## src/hdl/txsel_cfg.svh

```systemverilog
// Register map, field positions, reset values and timing of the crossbar select
// Overview of operation
// Fast enable low turns fast channels off into standby; high makes them active.
// Fast mode 00 quad, 01 dual, 10 single.
// Writing 11 to fast mode keeps the previously held mode.
// Quad: select bits 1:0 pick source A-D, all four channels to outputs.
// Dual: bits 2:1 source, bit 0 pair; even to outputs 1:0, odd 3:2.
// Single: four-bit select picks one of sixteen channels for the output.
// Side enable low disconnects all side lines; high connects the selection.
// Side mode 00 quad, 01 dual, 10 single, as for the fast path.
// Writing 11 to side mode keeps the previously held side mode.
// Side quad: bits 1:0 pick source, its four signals to the common lines.
// Side dual: bit 2 pairs A/C or B/D; A/B to lines 1:0, C/D 3:2.
// Side single: four-bit select picks one of sixteen side signals.
// Termination bit low disconnects inputs; high connects, subject to pulsing.
// Channels with pulse bit set lose termination 100 ms on each source change.
// Termination control register resets to 0x01.
// Legal writes update routing right after the write, no further command.
`ifndef TXSEL_CFG_SVH
`define TXSEL_CFG_SVH

// ----------------------------------------------------------------
// Register offsets
// ----------------------------------------------------------------
`define TXSEL_ADDR_FAST 8'h00
`define TXSEL_ADDR_SIDE 8'h01
`define TXSEL_ADDR_TERM 8'h10
`define TXSEL_ADDR_PULSE_AB 8'h11
`define TXSEL_ADDR_PULSE_CD 8'h12

// ----------------------------------------------------------------
// Field positions
// ----------------------------------------------------------------
`define TXSEL_BIT_EN 6
`define TXSEL_MODE_HI 5
`define TXSEL_MODE_LO 4
`define TXSEL_SEL_HI 3
`define TXSEL_SEL_LO 0
`define TXSEL_BIT_TERM 0

// ----------------------------------------------------------------
// Reset values
// ----------------------------------------------------------------
`define TXSEL_RST_EN 1'h1
`define TXSEL_RST_SEL 4'h0
`define TXSEL_RST_TERM 1'h1
`define TXSEL_RST_PULSE 8'h00
`define TXSEL_READ_ZERO 8'h00
`define TXSEL_ILLEGAL_MODE 2'h3

// ----------------------------------------------------------------
// Timing
// ----------------------------------------------------------------
`define TXSEL_CLK_MHZ 200
`define TXSEL_PULSE_MS 100
`define TXSEL_PULSE_CYCLES 25'(`TXSEL_PULSE_MS * 1000 * `TXSEL_CLK_MHZ)
`define TXSEL_TIMER_W 25

`endif

```

## src/hdl/txsel_pkg.sv

```systemverilog
// Types shared by the crossbar select design
package txsel_pkg;

	// Bundling modes; code 2'b11 never gets stored
	typedef enum logic [1:0] {
		TXSEL_QUAD = 2'b00,
		TXSEL_DUAL = 2'b01,
		TXSEL_SINGLE = 2'b10
	} txsel_mode_t;

	// One register access from the control host
	typedef struct packed {
		logic wr_en;
		logic rd_en;
		logic [7:0] addr;
		logic [7:0] wdata;
	} txsel_reg_req_t;

endpackage : txsel_pkg

```

## src/hdl/txsel_pulse_timer.sv

```systemverilog
// Retriggerable one-shot that holds busy for a set number of cycles
`timescale 1ns/1ps
`default_nettype none
`include "txsel_cfg.svh"

module txsel_pulse_timer #(
	parameter logic [`TXSEL_TIMER_W-1:0] CYCLES = `TXSEL_PULSE_CYCLES
) (
	input wire logic clk_in,
	input wire logic rst_in,
	input wire logic start_in,
	output logic busy_out
);
	logic [`TXSEL_TIMER_W-1:0] count_reg;

	// Reload on every start so a new change restarts the full period
	always_ff @(posedge clk_in) begin
		if (rst_in) begin
			count_reg <= '0;
		end else if (start_in) begin
			count_reg <= CYCLES;
		end else if (count_reg != '0) begin
			count_reg <= count_reg - 1'b1;
		end
	end

	assign busy_out = (count_reg != '0);

endmodule : txsel_pulse_timer
`default_nettype wire

```

## src/hdl/txsel_crossbar.sv

```systemverilog
// Configuration registers and select decoding of the source crossbar
`timescale 1ns/1ps
`default_nettype none
`include "txsel_cfg.svh"

module txsel_crossbar #(
	parameter logic [`TXSEL_TIMER_W-1:0] PULSE_CYCLES = `TXSEL_PULSE_CYCLES
) (
	input wire logic clk_in,
	input wire logic rst_in,
	input wire txsel_pkg::txsel_reg_req_t reg_req_in,
	output logic [7:0] rd_data_out,
	input wire logic [15:0] fast_in,
	output logic [3:0] fast_out,
	output logic fast_active_out,
	input wire logic [15:0] side_in,
	output logic [3:0] side_common_lines_out,
	output logic side_connect_out,
	output logic [15:0] term_connect_out
);
	import txsel_pkg::*;

	// ----------------------------------------------------------------
	// Register state
	// ----------------------------------------------------------------
	logic fast_path_enable_reg;
	txsel_mode_t fast_bundling_mode_reg;
	logic [3:0] fast_source_select_reg;
	logic side_path_enable_reg;
	txsel_mode_t side_bundling_mode_reg;
	logic [3:0] side_source_select_reg;
	logic input_termination_on_reg;
	logic [15:0] termination_pulse_select_reg;
	logic [1:0] wr_mode;
	logic fast_wr;
	logic side_wr;
	logic route_change;
	logic pulse_busy;
	logic [15:0] fast_meta_reg;
	logic [15:0] fast_sync_reg;
	logic [15:0] side_meta_reg;
	logic [15:0] side_sync_reg;
	logic [15:0] pulse_by_chan;
	logic [3:0] fast_next;
	logic [3:0] side_next;
	logic [7:0] rd_next;

	assign wr_mode = reg_req_in.wdata[`TXSEL_MODE_HI:`TXSEL_MODE_LO];
	assign fast_wr = reg_req_in.wr_en &&
		(reg_req_in.addr == `TXSEL_ADDR_FAST);
	assign side_wr = reg_req_in.wr_en &&
		(reg_req_in.addr == `TXSEL_ADDR_SIDE);

	// Fast path mode register; an illegal mode leaves the old mode in place
	always_ff @(posedge clk_in) begin
		if (rst_in) begin
			fast_path_enable_reg <= `TXSEL_RST_EN;
			fast_bundling_mode_reg <= TXSEL_QUAD;
			fast_source_select_reg <= `TXSEL_RST_SEL;
		end else if (fast_wr) begin
			fast_path_enable_reg <= reg_req_in.wdata[`TXSEL_BIT_EN];
			fast_source_select_reg <=
				reg_req_in.wdata[`TXSEL_SEL_HI:`TXSEL_SEL_LO];
			if (wr_mode != `TXSEL_ILLEGAL_MODE) begin
				fast_bundling_mode_reg <= txsel_mode_t'(wr_mode);
			end
		end
	end

	// Side path mode register; same retention of the old mode
	always_ff @(posedge clk_in) begin
		if (rst_in) begin
			side_path_enable_reg <= `TXSEL_RST_EN;
			side_bundling_mode_reg <= TXSEL_QUAD;
			side_source_select_reg <= `TXSEL_RST_SEL;
		end else if (side_wr) begin
			side_path_enable_reg <= reg_req_in.wdata[`TXSEL_BIT_EN];
			side_source_select_reg <=
				reg_req_in.wdata[`TXSEL_SEL_HI:`TXSEL_SEL_LO];
			if (wr_mode != `TXSEL_ILLEGAL_MODE) begin
				side_bundling_mode_reg <= txsel_mode_t'(wr_mode);
			end
		end
	end

	// Termination and pulse-select registers
	always_ff @(posedge clk_in) begin
		if (rst_in) begin
			input_termination_on_reg <= `TXSEL_RST_TERM;
			termination_pulse_select_reg <= {`TXSEL_RST_PULSE,
				`TXSEL_RST_PULSE};
		end else if (reg_req_in.wr_en) begin
			unique case (reg_req_in.addr)
				`TXSEL_ADDR_TERM: begin
					input_termination_on_reg <=
						reg_req_in.wdata[`TXSEL_BIT_TERM];
				end
				`TXSEL_ADDR_PULSE_AB: begin
					termination_pulse_select_reg[7:0] <= reg_req_in.wdata;
				end
				`TXSEL_ADDR_PULSE_CD: begin
					termination_pulse_select_reg[15:8] <= reg_req_in.wdata;
				end
				default: begin
				end
			endcase
		end
	end

	// ----------------------------------------------------------------
	// Register read-back
	// ----------------------------------------------------------------
	// Unmapped addresses and reserved bits read as zero
	always_comb begin
		rd_next = `TXSEL_READ_ZERO;
		unique case (reg_req_in.addr)
			`TXSEL_ADDR_FAST: begin
				rd_next[`TXSEL_BIT_EN] = fast_path_enable_reg;
				rd_next[`TXSEL_MODE_HI:`TXSEL_MODE_LO] = fast_bundling_mode_reg;
				rd_next[`TXSEL_SEL_HI:`TXSEL_SEL_LO] = fast_source_select_reg;
			end
			`TXSEL_ADDR_SIDE: begin
				rd_next[`TXSEL_BIT_EN] = side_path_enable_reg;
				rd_next[`TXSEL_MODE_HI:`TXSEL_MODE_LO] = side_bundling_mode_reg;
				rd_next[`TXSEL_SEL_HI:`TXSEL_SEL_LO] = side_source_select_reg;
			end
			`TXSEL_ADDR_TERM: begin
				rd_next[`TXSEL_BIT_TERM] = input_termination_on_reg;
			end
			`TXSEL_ADDR_PULSE_AB: begin
				rd_next = termination_pulse_select_reg[7:0];
			end
			`TXSEL_ADDR_PULSE_CD: begin
				rd_next = termination_pulse_select_reg[15:8];
			end
			default: begin
			end
		endcase
	end

	// Read data is captured on a read strobe and held until the next one
	always_ff @(posedge clk_in) begin
		if (rst_in) begin
			rd_data_out <= `TXSEL_READ_ZERO;
		end else if (reg_req_in.rd_en) begin
			rd_data_out <= rd_next;
		end
	end

	// ----------------------------------------------------------------
	// Input synchronisers
	// ----------------------------------------------------------------
	always_ff @(posedge clk_in) begin
		if (rst_in) begin
			fast_meta_reg <= '0;
			fast_sync_reg <= '0;
			side_meta_reg <= '0;
			side_sync_reg <= '0;
		end else begin
			fast_meta_reg <= fast_in;
			fast_sync_reg <= fast_meta_reg;
			side_meta_reg <= side_in;
			side_sync_reg <= side_meta_reg;
		end
	end

	// ----------------------------------------------------------------
	// Select decoding, one output line per loop pass
	// ----------------------------------------------------------------
	// Input index is source * 4 + channel
	function automatic logic [3:0] fast_index(input txsel_mode_t mode,
		input logic [3:0] sel, input logic [1:0] line);
		logic [3:0] idx;
		idx = sel;
		unique case (mode)
			TXSEL_QUAD: idx = {sel[1:0], line};
			TXSEL_DUAL: idx = {sel[2:1], sel[0], line[1]};
			TXSEL_SINGLE: idx = sel;
			default: idx = sel;
		endcase
		return idx;
	endfunction : fast_index

	// Side dual pairs A with C or B with D, line 3:2 taking the upper source
	function automatic logic [3:0] side_index(input txsel_mode_t mode,
		input logic [3:0] sel, input logic [1:0] line);
		logic [3:0] idx;
		idx = sel;
		unique case (mode)
			TXSEL_QUAD: idx = {sel[1:0], line};
			TXSEL_DUAL: idx = {line[1], sel[2], sel[1:0]};
			TXSEL_SINGLE: idx = sel;
			default: idx = sel;
		endcase
		return idx;
	endfunction : side_index

	generate
		for (genvar o = 0; o < 4; o++) begin : g_line
			localparam logic [1:0] LINE = 2'(o);
			// Disabled paths drive their lines low
			assign fast_next[o] = fast_path_enable_reg &&
				fast_sync_reg[fast_index(fast_bundling_mode_reg,
				fast_source_select_reg, LINE)];
			assign side_next[o] = side_path_enable_reg &&
				side_sync_reg[side_index(side_bundling_mode_reg,
				side_source_select_reg, LINE)];
		end
	endgenerate

	// Routed data leave through flip-flops
	always_ff @(posedge clk_in) begin
		if (rst_in) begin
			fast_out <= '0;
			side_common_lines_out <= '0;
		end else begin
			fast_out <= fast_next;
			side_common_lines_out <= side_next;
		end
	end

	assign fast_active_out = fast_path_enable_reg;
	assign side_connect_out = side_path_enable_reg;

	// ----------------------------------------------------------------
	// Input termination with pulse on source change
	// ----------------------------------------------------------------
	// A fast write that changes the stored select or mode counts as a switch
	assign route_change = fast_wr && ((reg_req_in.wdata[`TXSEL_SEL_HI:
		`TXSEL_SEL_LO] != fast_source_select_reg) ||
		((wr_mode != `TXSEL_ILLEGAL_MODE) &&
		(wr_mode != fast_bundling_mode_reg)));

	txsel_pulse_timer #(
		.CYCLES(PULSE_CYCLES)
	) u_pulse_timer (
		.clk_in(clk_in),
		.rst_in(rst_in),
		.start_in(route_change),
		.busy_out(pulse_busy)
	);

	// Pulse bits 0-7 are B0-B3, A0-A3; bits 8-15 are C3-C0, D3-D0
	generate
		for (genvar c = 0; c < 4; c++) begin : g_pulse_map
			assign pulse_by_chan[c] = termination_pulse_select_reg[4 + c];
			assign pulse_by_chan[4 + c] = termination_pulse_select_reg[c];
			assign pulse_by_chan[8 + c] = termination_pulse_select_reg[11 - c];
			assign pulse_by_chan[12 + c] = termination_pulse_select_reg[15 - c];
		end
	endgenerate

	// Termination held open while the pulse runs on selected channels
	always_ff @(posedge clk_in) begin
		if (rst_in) begin
			term_connect_out <= '1;
		end else begin
			term_connect_out <= {16{input_termination_on_reg}} &
				~(pulse_by_chan & {16{pulse_busy}});
		end
	end

endmodule : txsel_crossbar
`default_nettype wire

```

## config.mk

```make
export PLATFORM = sky130hd
export DESIGN_NAME = txsel_crossbar
export DESIGN_NICKNAME = d
export VERILOG_FILES = /design/src/hdl/txsel_pkg.sv /design/src/hdl/txsel_pulse_timer.sv /design/src/hdl/txsel_crossbar.sv
export VERILOG_INCLUDE_DIRS = /design/src /design/src/hdl
export SDC_FILE = /design/constraint.sdc
export NUM_CORES = 1
export LEC_CHECK = 0
export BUFFER_PORTS_ARGS = -buffer_cell sky130_fd_sc_hd__buf_2
export CAP_MARGIN = 15
export CORE_ASPECT_RATIO = 1.25
export CORE_MARGIN = 4
export CORE_UTILIZATION = 25
export CTS_CLUSTER_DIAMETER = 120
export DETAILED_ROUTE_END_ITERATION = 8
export GPL_ROUTABILITY_DRIVEN = 0
export PLACE_DENSITY = 0.46
export SYNTH_ARGS = -nofsm -noshare
export SYNTH_HDL_FRONTEND = slang
export SYNTH_SLANG_ARGS = --single-unit
```

## constraint.sdc

```tcl
create_clock -name clk_in -period 3.6 [get_ports clk_in]
set_clock_uncertainty 0.1 [all_clocks]
set_input_delay 0.54 -clock clk_in [delete_from_list [all_inputs] [get_ports clk_in]]
set_output_delay 0.54 -clock clk_in [all_outputs]
set_load 0.05 [all_outputs]
```

# ---- After elaboration in Yosys (flattened, before gate mapping)
# Cells that the tools add are included.
dict set report totals {
  output_inout_bits 34
  wordCells 93
  register_bits 152
  inputBits 52
}
dict set report op_classes {
  reduce_logical 24
  n_addsub 1
  eq_ne 9
  magnitude_cmp 8
  n_mux 29
  n_bitwise 3
}
# cell count
set ops {}
lappend ops {{$pmux W4 S2} 8}
lappend ops {{$mux W25} 2}
lappend ops {{$lt A4 B5 Y1 const B} 8}
lappend ops {{$and A16 B16 Y16} 2}
lappend ops {{$bmux W1 S4} 8}
lappend ops {{$reduce_bool A25 Y1} 1}
lappend ops {{$sub A25 B1 Y25 const B} 1}
lappend ops {{$eq A8 B5 Y1 const B} 3}
lappend ops {{$pmux W6 S4} 1}
lappend ops {{$not A16 Y16} 1}
lappend ops {{$logic_and A1 B1 Y1} 12}
lappend ops {{$reduce_and A2 Y1} 5}
lappend ops {{$eq A8 B1 Y1 const B} 1}
lappend ops {{$logic_not A8 Y1} 1}
lappend ops {{$mux W1} 8}
lappend ops {{$pmux W1 S5} 1}
lappend ops {{$eq A2 B1 Y1 const B} 2}
lappend ops {{$logic_not A2 Y1} 2}
lappend ops {{$ne A4 B4 Y1} 1}
lappend ops {{$ne A2 B2 Y1} 1}
lappend ops {{$ne A2 B2 Y1 const B} 1}
lappend ops {{$pmux W1 S2} 1}
lappend ops {{$reduce_bool A2 Y1} 1}
lappend ops {{$reduce_or A2 Y1} 1}
lappend ops {{$logic_or A1 B1 Y1} 1}

# ---- Longest topological paths before layout
dict set report depth {
  depth_word 5
  mapped_depth 9
  ltp_nobuf 7
}

# ---- Cells and area by module
# Synthesis repeated with hierarchy kept, for this count alone.
dict set report unflattened {
  hier_cells 779
  area_unflattened_um2 7169.4
}
# mod area_each_um2 cells_each instances seq_area_each_um2
set modules_own_cells {}
lappend modules_own_cells {txsel_crossbar 5665.4 607 1 2542.4}
lappend modules_own_cells {txsel_pulse_timer 1503.9 172 1 500.5}

# ---- Worst setup path before layout
# No wires, ideal clock.
dict set report synth_path {
  path_kind {input-to-reg}
  startpoint {in reg_req_in[11] (netlist name)}
  endpoint {reg u_pulse_timer.count_reg[0]}
  stages 7
  n_path_buf 2
  arrival_time_ns 2.401
  required_time_ns 3.383
  setup_slack_ns 0.982
  setup_ns 0.117
  path_cell_list {or4_1 > clkbuf_1 > nor3_2 > nand3_2 > o21ai_2 > buf_2 > nor2_1}
}
dict set report synth_via {
  elab_chain_cells 4
}
# element line
set synth_rtl {}
lappend synth_rtl {{start: declaration} txsel_crossbar.sv:11} ;# input wire txsel_pkg::txsel_reg_req_t reg_req_in,
lappend synth_rtl {{$logic_not A8 Y1} -}
lappend synth_rtl {{$logic_and A1 B1 Y1} txsel_crossbar.sv:49} ;# assign fast_wr = reg_req_in.wr_en &&
lappend synth_rtl {{$logic_and A1 B1 Y1} txsel_crossbar.sv:229} ;# assign route_change = fast_wr && ((reg_req_in.wdata[`TXSEL_SEL_HI:
lappend synth_rtl {{$reduce_or A2 Y1 (no source line)} -}
lappend synth_rtl {{end signal: assignment} txsel_pulse_timer.sv:23} ;# count_reg <= count_reg - 1'b1;
lappend synth_rtl {{end: declaration} txsel_pulse_timer.sv:14} ;# logic [`TXSEL_TIMER_W-1:0] count_reg;
# Every way passes these cells.
# A chain may end at the register's enable or synchronous reset.

# ---- Final worst setup path
dict set report layout_path {
  startpoint {reg u_pulse_timer.count_reg[8]}
  endpoint {reg u_pulse_timer.count_reg[5]}
}
dict set report layout_via {
  elab_chain_cells 1
}
# element line
set layout_rtl {}
lappend layout_rtl {{$reduce_bool A25 Y1} txsel_pulse_timer.sv:22} ;# end else if (count_reg != '0) begin
# Every way passes these cells.

==> impl_metrics.tcl <==
set metrics [dict create \
    synth_most_common_cell "dfxtp_1" \
    setup_viol 0 \
    antenna_found_initial 2 \
    top_level_ports 86 \
    path_class "reg -> reg" \
    grt_pass1_wl_um 30400 \
    cts_tree "done" \
    async_flop_share 0 \
    routed_via_density 4.91 \
    cp.required_ps 3780 \
    netlist_top_cells_count "152 x dfxtp_1, 73 x nand2_1, 70 x nor2b_1" \
    placementRows 67 \
    worstPathCellList "or4_1, or4_4, nor3_1, buf_4, or4_1, a21oi_1" \
    vias 5872 \
    drive_gt1_frac 0.190 \
    leakagePower_nw 2.97 \
    wl_per_cell_um 15.8 \
    largest_reg_flops 25 \
    slowest_delay_ps 670 \
    cts.clk_slew.worst_paths_ps 60 \
    ys.flop_type "dfxtp_1" \
    end_kind "flip-flop" \
    ys_seq_area_frac 0.446 \
    holdCritPathClass "in -> reg" \
    holdBufCountCts 0 \
    grt_max_degree 61 \
    yosys.cell_types.count 68 \
    ir_drop_v 0.000280 \
    fin_crit_ps 2710 \
    path_buf_inv 1 \
    clock-sinks 152 \
    worstMarginPinSlew_ps 994 \
    numCtsBuffers 17 \
    start_util 0.254 \
    holdPathEnd "fast_meta_reg[3]" \
    finalMaxSlewViolations 0 \
    clkLatencyLatePin_ps 430 \
    critical_path_cell_count 6 \
    drv_cap 0 \
    die_w_um 156 \
    h-tree-depth 4 \
    core_sq_um 26800 \
    synthCells 773 \
    min_period_over_period 0.754 \
    netlist.area_leader.share 0.446 \
    cts_setup_buffers 0 \
    finalHoldViolCount 0 \
    fin_tns_setup_ps 0 \
    holdPathStages 2 \
    dieHeight_um 193 \
    first_iter_violations 264 \
    r2r_end "u_pulse_timer.count_reg[5]" \
    track_usage 0.127 \
    hp-start "fast_in[3]" \
    cpLargestDelayFamily "simple AND/OR/NAND/NOR gates" \
    drc 0 \
    crit_arrival_ps 2890 \
    ctsResizeCount 0 \
    timing.final.ws_setup_ps 886 \
    synth_fp_nets 827 \
    r2r_cells 6 \
    ys_ff_latch 152 \
    cp_max_fo 8 \
    rsz0062_at_grt "no" \
    routed_wirelength_um 18900 \
    status "completed" \
    place_ws_ps 807 \
    first_global_vias 5877 \
    io_buffers 85 \
    cts_buffer_depth 2 \
    drt_first_pass_iters 4 \
    synth.top_cells.by_area "dfxtp_1 45%, nor2b_1 6.4%, a21oi_1 4.2%" \
    fin_nets 892 \
    grt_overflow 0 \
    slew_headroom 0.335 \
    drtAntennaViolNets 0 \
    synth_edf_count 0 \
    dp_hpwl_um 13700 \
    power_density_nw_per_um2 590 \
    max_freq_mhz 368 \
    syn-cell-area_sq_um 6820 \
    reg2reg_from "u_pulse_timer.count_reg[8]" \
    synth_warnings 0 \
    reg2reg_slack_ps 890 \
    num-fill-cells 2887 \
    yosys.area.top_type "dfxtp_1" \
    cp_common_cell "or4_1" \
    syn_avg_cell_area_sq_um 8.83 \
    area_growth_pct 20.4 \
    start_kind "flip-flop" \
    dieArea_sq_um 30000 \
    slowest_stage "or4_1" \
    cts_root_buffer "clkbuf_16" \
]
## worst reg2reg max path, cell delays in order (launching register included)
cell     delay [ps]
dfxtp_1         360
or4_1           670
or4_4           510
nor3_1          510
buf_4           250
or4_1           110
a21oi_1          60
## metal layers
layer | track usage | up-vias | wire length (um)
met5 | 0 | - | 14
met4 | 0.0519 | 2 | 363
met3 | 0.0341 | 26 | 652
met2 | 0.219 | 94 | 9540
met1 | 0.150 | 2820 | 8360
li1 | - | 2930 | -
## final cells by class
| class | count | area, sq um | area share |
|---|---|---|---|
| clock buffer | 20 | 437 | 0.0532 |
| tap | 345 | 432 | 0.0526 |
| clock inverter | 12 | 174 | 0.0212 |
| inverter | 14 | 52.6 | 0.00640 |
| timing repair buffer | 102 | 556 | 0.0677 |
| antenna | 1 | 2.50 | 0.000305 |
| multi-input combinational | 551 | 3520 | 0.428 |
| sequential | 152 | 3040 | 0.371 |
## placed cells by master, fill, tap and decap left out, types with 6 or more instances in the layout
master,count
nand3_1,33
nand4_1,6
o31ai_1,13
nand2b_1,16
nor3b_1,6
clkbuf_16,17
nor2b_1,70
buf_4,18
a211oi_1,10
o211ai_1,12
a31oi_1,10
nor2_1,27
or4_1,12
dfxtp_1,152
o22ai_1,12
xnor2_1,6
nor3_1,7
inv_1,13
mux2i_1,21
or2_2,6
a21oi_1,57
a21o_1,18
nand2_1,73
buf_2,84
or3_1,14
o21ai_0,30
a22oi_1,6
## through the flow
step	hold slack, ps	utilization	instances	power [W]	area, sq um
final	225	0.306	1197	0.00485	8210
after global routing	203	0.306	1196	0.00514	8210
after CTS	197	0.306	1196	0.00492	8210
after detailed placement	324	0.283	1164	0.00304	7600
after global placement	319	0.283	1164	0.00304	7600
after floorplan	314	-	773	0.00279	6820
## report_power, final
group          internal, W  switching [W]
clock              0.00116       0.000695
combinational     0.000429       0.000625
sequential         0.00183       0.000116
## how the worst max path moves through the flow
| stage | from | to | slack (ps) |
|---|---|---|---|
| finish | u_pulse_timer.count_reg[8] | u_pulse_timer.count_reg[5] | 890 |
| global placement | reg_req_in[11] | rd_data_out[2] | 820 |
| global route | u_pulse_timer.count_reg[8] | u_pulse_timer.count_reg[2] | 730 |
| detailed placement | reg_req_in[11] | rd_data_out[2] | 810 |
| CTS | u_pulse_timer.count_reg[8] | u_pulse_timer.count_reg[6] | 870 |
| floorplan | reg_req_in[11] | u_pulse_timer.count_reg[0] | 980 |
## cell families after synthesis
family	Yosys count	share of synthesized area
simple gates	298	0.241
mux	29	0.0490
compound gates	215	0.210
xor+xnor	7	0.00899
buf+inv	70	0.0414
fa+ha+maj	2	0.00367
flops	152	0.446
Power figures use the tool's default switching activity.
